[config.mk]
export PLATFORM = sky130hd
export DESIGN_NAME = dltc_timer
export DESIGN_NICKNAME = d
export VERILOG_FILES = /design/src/verilog/dltc_pkg.sv /design/src/verilog/dltc_timer.sv
export SDC_FILE = /design/constraint.sdc
export NUM_CORES = 1
export LEC_CHECK = 0
export BUFFER_PORTS_ARGS = -buffer_cell sky130_fd_sc_hd__buf_2
export CAP_MARGIN = 20
export CORE_ASPECT_RATIO = 1.2
export CORE_MARGIN = 1.5
export CORE_UTILIZATION = 45
export CTS_BUF_LIST = sky130_fd_sc_hd__clkbuf_8 sky130_fd_sc_hd__clkbuf_16
export DETAILED_ROUTE_END_ITERATION = 7
export PLACE_DENSITY = 0.67
export SLEW_MARGIN = 20
export SYNTH_ARGS = -nofsm -noshare
export SYNTH_HDL_FRONTEND = slang
export SYNTH_SLANG_ARGS = --single-unit
[constraint.sdc]
create_clock -name clk -period 7.94 [get_ports clk]
set_input_delay 2.382 -clock clk [delete_from_list [all_inputs] [get_ports clk]]
set_output_delay 2.382 -clock clk [all_outputs]
set_load 0.02 [all_outputs]
[src/verilog/dltc_pkg.sv]
// Package with register map, field positions and timing constants of the dual timer block.
`default_nettype none
package dltc_pkg;
	localparam logic [7:0] REG_RUN_FLAG = 8'h88;
	localparam logic [7:0] REG_MODE     = 8'h89;
	localparam logic [7:0] REG_T0_LOW   = 8'h8A;
	localparam logic [7:0] REG_T1_LOW   = 8'h8B;
	localparam logic [7:0] REG_T0_HIGH  = 8'h8C;
	localparam logic [7:0] REG_T1_HIGH  = 8'h8D;
	localparam logic [7:0] REG_CLK_DIV  = 8'h8E;
	localparam logic [7:0] REG_INT_ACK  = 8'h90;

	localparam int RUN_T1_FLAG = 7;
	localparam int RUN_T1_RUN  = 6;
	localparam int RUN_T0_FLAG = 5;
	localparam int RUN_T0_RUN  = 4;
	localparam int MODE_T1_LSB = 4;
	localparam int MODE_T0_LSB = 0;
	localparam int FLD_GATE    = 3;
	localparam int FLD_CSEL    = 2;
	localparam int DIV_T1_SEL  = 4;
	localparam int DIV_T0_SEL  = 3;

	localparam logic [7:0] RUN_FLAG_RESET = 8'h00;
	localparam logic [7:0] MODE_RESET     = 8'h00;
	localparam logic [7:0] COUNT_RESET    = 8'h00;
	localparam logic [7:0] CLK_DIV_RESET  = 8'hC7;
	localparam logic [7:0] CLK_DIV_MASK   = 8'hFC;

	localparam logic [1:0] MODE_13BIT  = 2'h0;
	localparam logic [1:0] MODE_16BIT  = 2'h1;
	localparam logic [1:0] MODE_RELOAD = 2'h2;
	localparam logic [1:0] MODE_SPLIT  = 2'h3;

	localparam logic [3:0] DIV_SLOW = 4'hB;
	localparam logic [3:0] DIV_FAST = 4'h3;
	localparam logic [4:0] PRESCALE_MAX = 5'h1F;

	typedef enum logic [2:0]
	{
		APB_IDLE   = 3'b001,
		APB_SETUP  = 3'b010,
		APB_ACCESS = 3'b100
	} dltc_apb_t;

	typedef struct packed
	{
		logic [7:0] runFlag;
		logic [7:0] mode;
		logic [7:0] t0Low;
		logic [7:0] t0High;
		logic [7:0] t1Low;
		logic [7:0] t1High;
		logic [7:0] clkDiv;
		logic [3:0] pre0;
		logic [3:0] pre1;
		logic [1:0] pinSample;
		logic [1:0] pinPrev;
		logic [31:0] rdata;
		dltc_apb_t  apbState;
	} dltc_state_t;

	typedef struct packed
	{
		logic countPinZero;
		logic countPinOne;
		logic gatePinZero;
		logic gatePinOne;
	} dltc_pins_t;
endpackage
`default_nettype wire

[src/verilog/dltc_timer.sv]
// Dual legacy 16-bit timer/counter with APB register access.
`timescale 1ns/1ps
`default_nettype none
module dltc_timer
(
	// Clock and reset.
	input  wire logic              clk,
	input  wire logic              nrst,
	// APB slave.
	input  wire logic              psel,
	input  wire logic              penable,
	input  wire logic              pwrite,
	input  wire logic [11:0]       paddr,
	input  wire logic [31:0]       pwdata,
	input  wire logic [3:0]        pstrb,
	output logic                   pready,
	output logic [31:0]            prdata,
	output logic                   pslverr,
	// External pins.
	input  wire dltc_pkg::dltc_pins_t pins,
	// Interrupt entry acknowledge and overflow flags towards the processor.
	input  wire logic              t0IntEnter,
	input  wire logic              t1IntEnter,
	output logic                   t0OverflowFlag,
	output logic                   t1OverflowFlag
);
	dltc_pkg::dltc_state_t st_reg;
	dltc_pkg::dltc_state_t st_next;

	logic       wrEn;
	logic       rdEn;
	logic       mapped;
	logic [7:0] regIdx;
	logic [7:0] wbyte;
	logic [1:0] fall;
	logic [1:0] modeT0;
	logic [1:0] modeT1;
	logic       tick0;
	logic       tick1;
	logic       tickSplit;
	logic       en0;
	logic       en1;
	logic       enSplit;
	logic       ovf0;
	logic       ovf1;
	logic [7:0] cnt8;
	logic [4:0] pre5;
	logic [7:0] rv;

	always_comb
	begin
		regIdx = paddr[9:2];
		wbyte  = pwdata[7:0];
		mapped = (paddr[1:0] == 2'h0) && (paddr[11:10] == 2'h0) &&
			((regIdx >= dltc_pkg::REG_RUN_FLAG && regIdx <= dltc_pkg::REG_CLK_DIV) ||
			regIdx == dltc_pkg::REG_INT_ACK);
		// Writes act only in an access phase that followed its own setup.
		wrEn   = psel && penable && pwrite && mapped && pstrb[0] &&
			(st_reg.apbState == dltc_pkg::APB_SETUP);
		rdEn   = psel && !penable && !pwrite;
		modeT0 = st_reg.mode[dltc_pkg::MODE_T0_LSB +: 2];
		modeT1 = st_reg.mode[dltc_pkg::MODE_T1_LSB +: 2];
		fall   = st_reg.pinPrev & ~st_reg.pinSample;
		// Internal ticks fire on the last state of each divider.
		tick0 = st_reg.mode[dltc_pkg::MODE_T0_LSB + dltc_pkg::FLD_CSEL] ? fall[0] :
			(st_reg.pre0 == 4'h0);
		tick1 = st_reg.mode[dltc_pkg::MODE_T1_LSB + dltc_pkg::FLD_CSEL] ? fall[1] :
			(st_reg.pre1 == 4'h0);
		// Split high byte is always a timer on the zero divider.
		tickSplit = (st_reg.pre0 == 4'h0);
		en0 = st_reg.runFlag[dltc_pkg::RUN_T0_RUN] &&
			(!st_reg.mode[dltc_pkg::MODE_T0_LSB + dltc_pkg::FLD_GATE] || pins.gatePinZero);
		en1 = st_reg.runFlag[dltc_pkg::RUN_T1_RUN] &&
			(!st_reg.mode[dltc_pkg::MODE_T1_LSB + dltc_pkg::FLD_GATE] || pins.gatePinOne);
		enSplit = st_reg.runFlag[dltc_pkg::RUN_T1_RUN];
	end

	always_comb
	begin
		st_next = st_reg;
		ovf0 = 1'b0;
		ovf1 = 1'b0;
		cnt8 = 8'h00;
		pre5 = 5'h00;
		rv   = 8'h00;
		st_next.pinSample = {pins.countPinOne, pins.countPinZero};
		st_next.pinPrev   = st_reg.pinSample;
		// Dividers free-run; reload picks twelve or four.
		st_next.pre0 = (st_reg.pre0 == 4'h0) ?
			(st_reg.clkDiv[dltc_pkg::DIV_T0_SEL] ? dltc_pkg::DIV_FAST : dltc_pkg::DIV_SLOW) :
			st_reg.pre0 - 4'h1;
		st_next.pre1 = (st_reg.pre1 == 4'h0) ?
			(st_reg.clkDiv[dltc_pkg::DIV_T1_SEL] ? dltc_pkg::DIV_FAST : dltc_pkg::DIV_SLOW) :
			st_reg.pre1 - 4'h1;

		// Timer zero.
		if (en0 && tick0)
		begin
			case (modeT0)
				dltc_pkg::MODE_13BIT:
				begin
					pre5 = st_reg.t0Low[4:0] + 5'h01;
					st_next.t0Low = {st_reg.t0Low[7:5], pre5};
					if (st_reg.t0Low[4:0] == dltc_pkg::PRESCALE_MAX)
					begin
						st_next.t0High = st_reg.t0High + 8'h01;
						ovf0 = (st_reg.t0High == 8'hFF);
					end
				end
				dltc_pkg::MODE_16BIT:
				begin
					st_next.t0Low = st_reg.t0Low + 8'h01;
					if (st_reg.t0Low == 8'hFF)
					begin
						st_next.t0High = st_reg.t0High + 8'h01;
						ovf0 = (st_reg.t0High == 8'hFF);
					end
				end
				dltc_pkg::MODE_RELOAD:
				begin
					st_next.t0Low = (st_reg.t0Low == 8'hFF) ? st_reg.t0High :
						st_reg.t0Low + 8'h01;
					ovf0 = (st_reg.t0Low == 8'hFF);
				end
				dltc_pkg::MODE_SPLIT:
				begin
					st_next.t0Low = st_reg.t0Low + 8'h01;
					ovf0 = (st_reg.t0Low == 8'hFF);
				end
				default:
				begin
					ovf0 = 1'b0;
				end
			endcase
		end
		if (modeT0 == dltc_pkg::MODE_SPLIT && enSplit && tickSplit)
		begin
			st_next.t0High = st_reg.t0High + 8'h01;
			ovf1 = (st_reg.t0High == 8'hFF);
		end

		// Timer one; its flag belongs to the split byte while timer zero is split.
		if (en1 && tick1)
		begin
			case (modeT1)
				dltc_pkg::MODE_13BIT:
				begin
					pre5 = st_reg.t1Low[4:0] + 5'h01;
					st_next.t1Low = {st_reg.t1Low[7:5], pre5};
					if (st_reg.t1Low[4:0] == dltc_pkg::PRESCALE_MAX)
					begin
						st_next.t1High = st_reg.t1High + 8'h01;
						ovf1 = ovf1 || (modeT0 != dltc_pkg::MODE_SPLIT &&
							st_reg.t1High == 8'hFF);
					end
				end
				dltc_pkg::MODE_16BIT:
				begin
					st_next.t1Low = st_reg.t1Low + 8'h01;
					if (st_reg.t1Low == 8'hFF)
					begin
						st_next.t1High = st_reg.t1High + 8'h01;
						ovf1 = ovf1 || (modeT0 != dltc_pkg::MODE_SPLIT &&
							st_reg.t1High == 8'hFF);
					end
				end
				dltc_pkg::MODE_RELOAD:
				begin
					cnt8 = (st_reg.t1Low == 8'hFF) ? st_reg.t1High : st_reg.t1Low + 8'h01;
					st_next.t1Low = cnt8;
					ovf1 = ovf1 || (modeT0 != dltc_pkg::MODE_SPLIT &&
						st_reg.t1Low == 8'hFF);
				end
				dltc_pkg::MODE_SPLIT:
				begin
					// Timer one has no split form and simply holds.
					st_next.t1Low = st_reg.t1Low;
				end
				default:
				begin
					st_next.t1Low = st_reg.t1Low;
				end
			endcase
		end

		// Software writes, then hardware clears, then hardware sets; a set always wins.
		if (wrEn)
		begin
			case (regIdx)
				dltc_pkg::REG_RUN_FLAG: st_next.runFlag = wbyte;
				dltc_pkg::REG_MODE:     st_next.mode = wbyte;
				dltc_pkg::REG_T0_LOW:   st_next.t0Low = wbyte;
				dltc_pkg::REG_T1_LOW:   st_next.t1Low = wbyte;
				dltc_pkg::REG_T0_HIGH:  st_next.t0High = wbyte;
				dltc_pkg::REG_T1_HIGH:  st_next.t1High = wbyte;
				dltc_pkg::REG_CLK_DIV:  st_next.clkDiv = wbyte & dltc_pkg::CLK_DIV_MASK;
				default:                st_next.mode = st_next.mode;
			endcase
		end
		if (t0IntEnter)
		begin
			st_next.runFlag[dltc_pkg::RUN_T0_FLAG] = 1'b0;
		end
		if (t1IntEnter)
		begin
			st_next.runFlag[dltc_pkg::RUN_T1_FLAG] = 1'b0;
		end
		if (ovf0)
		begin
			st_next.runFlag[dltc_pkg::RUN_T0_FLAG] = 1'b1;
		end
		if (ovf1)
		begin
			st_next.runFlag[dltc_pkg::RUN_T1_FLAG] = 1'b1;
		end

		// APB read data is captured in setup so the access phase has one wait-free answer.
		case (regIdx)
			dltc_pkg::REG_RUN_FLAG: rv = st_reg.runFlag;
			dltc_pkg::REG_MODE:     rv = st_reg.mode;
			dltc_pkg::REG_T0_LOW:   rv = st_reg.t0Low;
			dltc_pkg::REG_T1_LOW:   rv = st_reg.t1Low;
			dltc_pkg::REG_T0_HIGH:  rv = st_reg.t0High;
			dltc_pkg::REG_T1_HIGH:  rv = st_reg.t1High;
			dltc_pkg::REG_CLK_DIV:  rv = st_reg.clkDiv;
			default:                rv = 8'h00;
		endcase
		if (rdEn)
		begin
			st_next.rdata = {24'h000000, mapped ? rv : 8'h00};
		end

		case (st_reg.apbState)
			dltc_pkg::APB_IDLE:
				st_next.apbState = (psel && !penable) ? dltc_pkg::APB_SETUP : dltc_pkg::APB_IDLE;
			dltc_pkg::APB_SETUP:
				st_next.apbState = dltc_pkg::APB_ACCESS;
			dltc_pkg::APB_ACCESS:
				st_next.apbState = (psel && !penable) ? dltc_pkg::APB_SETUP : dltc_pkg::APB_IDLE;
			default:
				st_next.apbState = dltc_pkg::APB_IDLE;
		endcase
	end

	always_ff @(posedge clk or negedge nrst)
	begin
		if (!nrst)
		begin
			st_reg.runFlag   <= dltc_pkg::RUN_FLAG_RESET;
			st_reg.mode      <= dltc_pkg::MODE_RESET;
			st_reg.t0Low     <= dltc_pkg::COUNT_RESET;
			st_reg.t0High    <= dltc_pkg::COUNT_RESET;
			st_reg.t1Low     <= dltc_pkg::COUNT_RESET;
			st_reg.t1High    <= dltc_pkg::COUNT_RESET;
			st_reg.clkDiv    <= dltc_pkg::CLK_DIV_RESET;
			st_reg.pre0      <= dltc_pkg::DIV_SLOW;
			st_reg.pre1      <= dltc_pkg::DIV_SLOW;
			st_reg.pinSample <= 2'h3;
			st_reg.pinPrev   <= 2'h3;
			st_reg.rdata     <= 32'h00000000;
			st_reg.apbState  <= dltc_pkg::APB_IDLE;
		end
		else
		begin
			st_reg <= st_next;
		end
	end

	assign pready         = 1'b1;
	assign pslverr        = psel && penable && !mapped;
	assign prdata         = st_reg.rdata;
	assign t0OverflowFlag = st_reg.runFlag[dltc_pkg::RUN_T0_FLAG];
	assign t1OverflowFlag = st_reg.runFlag[dltc_pkg::RUN_T1_FLAG];
endmodule
`default_nettype wire
==> results_dict.tcl, run 1 <==
set metrics [dict create \
    outcome "finished clean" \
    die_w_um 99.3 \
    cts_buffer_depth 2 \
    syn_area_um2 5000 \
    core_area_um2 10900 \
    hold_slack_ns 0.362 \
    die_area_um2 11800 \
    synth.avg_cell_area_um2 9.44 \
    insertedDiodeCount 0 \
    cts_tree "yes" \
    cp-start-kind "primary input" \
    async_flop_share 1.00 \
    skew_ns 0.00664 \
    synth_edf_count 0 \
    drv_slew 0 \
    io_buffers 42 \
    cts_root_buf "clkbuf_16" \
    ff2ff_path_depth 5 \
    setup_viol 0 \
    crit_path_end_kind "output port" \
    path_class "primary input to output port" \
    placed_area_um2 5150 \
    hold_class "register to register" \
    drcViolationCount 0 \
    required_ns 5.56 \
    place_congestion 0.914 \
    holdPathStages 0 \
    numCtsBuffers 9 \
    holdBufCountCts 0 \
    htreeDepth 3 \
    clkTransAtPathRegs_ns 0.06 \
    rows 42 \
    yosysSeqAreaShare 0.394 \
    dp_hpwl_um 8950 \
    clk_latency_ns 0.34 \
    p_per_area_nw_per_um2 165 \
    ys_warn_count 0 \
    slew_headroom 0.335 \
    worst_slew_pin_slew_ns 0.997 \
    final_hold_viol_count 0 \
    clkSinkCount 78 \
    ys_top_cells_by_area "dfrtp_1, mux2_2, dfstp_2" \
    final_common_cell "dfrtp_1" \
    crit_fanout 27 \
    synth_seq_cells 78 \
    routed_wl_um 12200 \
    yosysTopAreaCell "dfrtp_1" \
    cp_num_cells 6 \
    slowest_delay_ns 0.49 \
    cts_resized 0 \
    wl_per_cell_um 17.8 \
    boundaryPins 95 \
    synth_top_area_frac 0.315 \
    dr.pass1.iters 5 \
    stdcell_count 688 \
    ir_worst_vdd_mv 0.106 \
    worstPathCellList "buf_2 -> nand3_1 -> nand3_1 -> nor2_1 -> nor2b_1 -> buf_2" \
    vias_per_cell 5.87 \
    grt_max_degree 79 \
    tns_ns 0 \
    final_antenna_net_count 0 \
    layout-drive-gt1-share 0.228 \
    cp.arrival_ns 3.53 \
    ys.flop_type "dfrtp_1" \
    crit_buf_inv 2 \
    cp_slowest_cell "buf_2" \
    dp.cells 672 \
    layout_common_cells "dfrtp_1, nand2_1, buf_2, nor2_1, mux2_2" \
    track_usage 0.218 \
    final_area_um2 5450 \
    syn_to_final_growth_pct 8.95 \
    syn-instance-count 530 \
    rsz0062_at_grt "false" \
    largest_reg_flops 61 \
    nNetsFinal 618 \
    max-cap-violations 0 \
    fillers 1012 \
    antenna_found_initial 0 \
    fin_crit_ns 5.92 \
    route.vias.total 4041 \
    finalCritPeriodShare 0.745 \
    synth_cell_types 59 \
    grt_overflow_total 0 \
    drtIter0Drc 282 \
    grt_pass1_wl_um 20200 \
    die_h_um 119 \
    post_cts_buffers 0 \
    fmax_mhz 169 \
    grt_pass1_vias 3938 \
    start_util 0.458 \
    critPathTopFamily "buffers and inverters" \
    power.leakage_uw 0.00234 \
]
[worst reg2reg max path: cells and delay by family, from the launching register on]
family,cells,cell delay [ns]
DFF,1,0.39
and+or+nand+nor,4,1.88
muxes,1,0.42
[logic make-up after synthesis]
logic type / count (synthesis) / share of synthesized area
other: 2 / 0.00150
xor gates and xnor gates: 16 / 0.0280
adders and majority gates: 8 / 0.0200
AOI/OAI and AO/OA: 110 / 0.138
muxes: 60 / 0.147
DFF: 78 / 0.394
buffers and inverters: 78 / 0.0863
and+or+nand+nor: 178 / 0.186
[stage by stage]
stage | utilization | setup slack, ns | total power [uW]
2_1_floorplan | - | 2.42 | 466
3_3_place_gp | 0.470 | 2.03 | 484
3_5_place_dp | 0.471 | 2.01 | 485
4_1_cts | 0.499 | 2.02 | 904
5_1_grt | 0.499 | 1.85 | 930
6_report | 0.499 | 2.02 | 898
[synthesized netlist by cell type (2+ instances only)]
master and instances:
a21oi_1 33, a221oi_1 2, a22o_1 7, a2bb2oi_1 2, a31oi_1 7, a41oi_1 2
and2_1 3, and3_1 7, buf_1 3, buf_2 3, buf_4 34, clkbuf_1 17
conb_1 2, dfrtp_1 63, dfstp_2 15, ha_1 8, inv_1 20, mux2_2 36
mux2i_1 17, mux4_2 7, nand2_1 49, nand2b_1 7, nand3_1 21, nand3b_1 3
nand4_1 10, nor2_1 39, nor2b_1 9, nor3_1 4, nor3b_1 7, nor4_1 3
nor4b_1 3, o211ai_1 9, o21ai_0 27, o22ai_1 3, o31ai_1 5, o41ai_1 3
or2_2 2, or4_1 3, xnor2_1 10, xor2_1 6
[worst paths after layout]
check | to | slack [ns] | start
worst max-delay path | pslverr | 2.02 | paddr[3]
worst min-delay path | st_reg[36]$_DFF_PN1_ | 0.36 | st_next[36]$_DFF_PN1_
worst max register to register | st_reg[77]$_DFF_PN0_ | 5.14 | st_reg[2]$_DFF_PN0_
worst min register to register | st_reg[36]$_DFF_PN1_ | 0.36 | st_next[36]$_DFF_PN1_
max in group asynchronous | st_reg[2]$_DFF_PN0_ | 5.08 | nrst
min in group asynchronous | st_reg[41]$_DFF_PN0_ | 2.18 | nrst
[cell type report]
| type | count | area, um^2 | share of cell area |
|---|---|---|---|
| Clock buffer | 9 | 225 | 0.0413 |
| Clock inverter | 7 | 78.8 | 0.0145 |
| Inverter | 20 | 75.1 | 0.0138 |
| Multi-Input combinational cell | 397 | 2700 | 0.496 |
| Sequential cell | 78 | 1970 | 0.361 |
| Tap cell | 132 | 165 | 0.0303 |
| Timing Repair Buffer | 45 | 235 | 0.0431 |
[power breakdown]
part / leakage, uW / switching, uW / total, uW / internal, uW
clock network: 0.000139 / 173 / 420 / 247
logic: 0.00122 / 45.9 / 69.1 / 23.2
registers: 0.000989 / 5.72 / 409 / 403
total: 0.00234 / 225 / 898 / 673
[layer usage]
| layer | global-route usage | share of wire |
|---|---|---|
| met5 | 0 | 0 |
| met4 | 0.0986 | 0.032 |
| met1 | 0.273 | 0.41 |
| met3 | 0.0313 | 0.050 |
| met2 | 0.369 | 0.51 |
Power figures use the tool's default switching activity.
==> inputs of run 2 (changes only) <==
--- a/config.mk
+++ b/config.mk
@@ -5,6 +5,7 @@
 export SDC_FILE = /design/constraint.sdc
 export NUM_CORES = 1
 export LEC_CHECK = 0
+export ABC_AREA = 1
 export BUFFER_PORTS_ARGS = -buffer_cell sky130_fd_sc_hd__buf_2
 export CAP_MARGIN = 20
 export CORE_ASPECT_RATIO = 1.2
@@ -12,7 +13,7 @@
 export CORE_UTILIZATION = 45
 export CTS_BUF_LIST = sky130_fd_sc_hd__clkbuf_8 sky130_fd_sc_hd__clkbuf_16
 export DETAILED_ROUTE_END_ITERATION = 7
-export PLACE_DENSITY = 0.67
+export PLACE_DENSITY = 0.66
 export SLEW_MARGIN = 20
 export SYNTH_ARGS = -nofsm -noshare
 export SYNTH_HDL_FRONTEND = slang
==> constraint.sdc (replaced) <==
create_clock -name clk -period 5.95 [get_ports clk]
set_input_delay 1.785 -clock clk [delete_from_list [all_inputs] [get_ports clk]]
set_output_delay 1.785 -clock clk [all_outputs]
set_load 0.02 [all_outputs]
==> results_dict.tcl, run 2 <==
set metrics [dict create \
    layout_common_cells "nand2_1, nor2_1, inv_1, nand3_1, dfrtp_1" \
    drtIter0Drc 339 \
    cts_resized 0 \
    numCtsBuffers 9 \
    syn-instance-count 891 \
    reg2reg_from "st_reg[63]$_DFF_PN0_" \
    cts_root_buf "clkbuf_16" \
    clkTransAtPathRegs_ns 0.06 \
    final_antenna_net_count 0 \
    p_per_area_nw_per_um2 193 \
    skew_ns 0.00999 \
    grt_pass1_vias 5120 \
    required_ns 4.16 \
    regToRegSetupSlack_ns 3.42 \
    htreeDepth 3 \
    cp-start-kind "primary input" \
    largest_reg_flops 61 \
    rows 44 \
    slew_headroom 0.507 \
    dp.cells 1074 \
    hold_class "register to register" \
    synthXorXnorAreaFrac 0.00917 \
    drv_slew 0 \
    rr_endpoint "t1OverflowFlag$_DFFE_PN0P_" \
    power.share.switching 0.240 \
    core_area_um2 12300 \
    nNetsFinal 991 \
    boundaryPins 95 \
    dr.pass1.iters 5 \
    ff2ff_path_depth 9 \
    synth_top_area_frac 0.275 \
    min_from "st_next[35]$_DFF_PN1_" \
    post_cts_buffers 0 \
    start_util 0.467 \
    worst_slew_pin_slew_ns 0.739 \
    rsz0062_at_grt "false" \
    final_hold_viol_count 0 \
    ys_warn_count 0 \
    max-cap-violations 0 \
    holdBufCountCts 0 \
    synth.avg_cell_area_um2 6.43 \
    cts_buffer_depth 2 \
    die_area_um2 13400 \
    final_common_cell "nand2_1" \
    internal_power_uw 917 \
    p_clk_frac 0.502 \
    track_usage 0.254 \
    finalCritPeriodShare 0.764 \
    drcViolationCount 0 \
    ys.flop_type "dfrtp_1" \
    path_class "primary input to output port" \
    die_h_um 127 \
    synth-adder-area-share 0.0175 \
    ys_top_cells_by_area "dfrtp_1, nand2_1, nor2_1" \
    placed_area_um2 5920 \
    route.vias.total 5593 \
    stdcell_count 1090 \
    synth_common_cells "nand2_1, nor2_1, inv_1" \
    io_buffers 42 \
    ir_worst_vdd_mv 0.142 \
    fillers 1284 \
    clkSinkCount 78 \
    routed_wl_um 16200 \
    crit_fanout 9 \
    muxShareOfSynthArea 0 \
    yosysTopAreaCell "dfrtp_1" \
    die_w_um 106 \
    fmax_mhz 220 \
    fin_crit_ns 4.55 \
    synth_edf_count 0 \
    seq_power_share 0.444 \
    holdPathStages 0 \
    synth_top_family_by_area "simple AND/OR/NAND/NOR gates" \
    layout-drive-gt1-share 0.115 \
    yosys.area_share.simple 0.381 \
    comb_power_share 0.054 \
    wl_per_cell_um 14.9 \
    multi_input_area_um2 3090 \
    insertedDiodeCount 0 \
    fin_util 0.509 \
    grt_max_degree 79 \
    syn_to_final_growth_pct 9.00 \
    place_congestion 0.974 \
    p_switching_uw 290 \
    async_flop_share 1.00 \
    synth_cell_types 37 \
    clk_latency_ns 0.35 \
    cp.arrival_ns 2.76 \
    grt_overflow_total 0 \
    dp_hpwl_um 12100 \
    vias_per_cell 5.13 \
    min_to "st_reg[35]$_DFF_PN1_" \
    grt_pass1_wl_um 26100 \
    tns_ns 0 \
    yosysSeqAreaShare 0.344 \
    antenna_found_initial 0 \
    yosysMostFrequentCell "nand2_1" \
    syn_area_um2 5730 \
    power.leakage_uw 0.00338 \
    cts_tree "yes" \
    crit_path_end_kind "output port" \
    final_area_um2 6240 \
    synth_seq_cells 78 \
    outcome "finished clean" \
    setup_viol 0 \
    regArea_um2 1970 \
    synth_compound_area_frac 0.116 \
]
-- run 2: area by class of cell --
class	instances	area share
clock buffer	9	0.0361
inverter	115	0.0691
sequential	78	0.316
multi-input combinational	677	0.495
timing repair buffer	43	0.0359
tap	161	0.0323
clock inverter	7	0.0156
-- run 2: logic make-up after synthesis --
kind of cell / after synthesis
buffers and inverters: 159
other: 2
XOR/XNOR: 6
AO/OA/AOI/OAI: 121
adder cells (fa/ha/maj): 8
flip-flops: 78
AND/OR/NAND/NOR: 517
-- run 2: how the worst max path moves through the flow --
stage                   from  depth (start not counted)      end  slack (ns)
global placement    paddr[2]                          8  pslverr        1.40
CTS                 paddr[2]                          8  pslverr        1.40
floorplan           paddr[8]                          6  pslverr        1.70
finish              paddr[2]                          8  pslverr        1.40
detailed placement  paddr[2]                          8  pslverr        1.40
global route        paddr[8]                          8  pslverr        1.29
-- run 2: critical path, cell delays in order --
cell and delay (ns):
buf_2 0.12, nor2_2 0.15, nand2_1 0.07, nand2_1 0.06, nand2_1 0.08, nor2_4 0.27
nor2_1 0.07, buf_2 0.16
-- run 2: power groups by stage --
stage | Sequential [uW] | Clock (uW) | Combinational, uW
2_1_floorplan | 545 | 0 | 42.9
3_3_place_gp | 545 | 0 | 65.5
3_5_place_dp | 546 | 0 | 65.6
4_1_cts | 536 | 613 | 65.6
5_1_grt | 536 | 636 | 72.2
6_report | 536 | 605 | 65.2
-- run 2: metal layers --
metal,global-route usage,share of wire,routed length (um),up-vias
li1,-,-,-,2836
met1,0.327,0.42,6850,2522
met2,0.411,0.48,7740,194
met3,0.0380,0.061,983,41
met4,0.138,0.039,626,0
met5,0,0,0,-
-- run 2: metrics by stage --
step	hold WS (ns)	worst slack (ns)	total power [uW]
after floorplan	0.352	1.70	588
after global placement	0.356	1.40	611
after detailed placement	0.357	1.40	611
after CTS	0.365	1.40	1210
after global routing	0.370	1.29	1240
final	0.364	1.40	1210
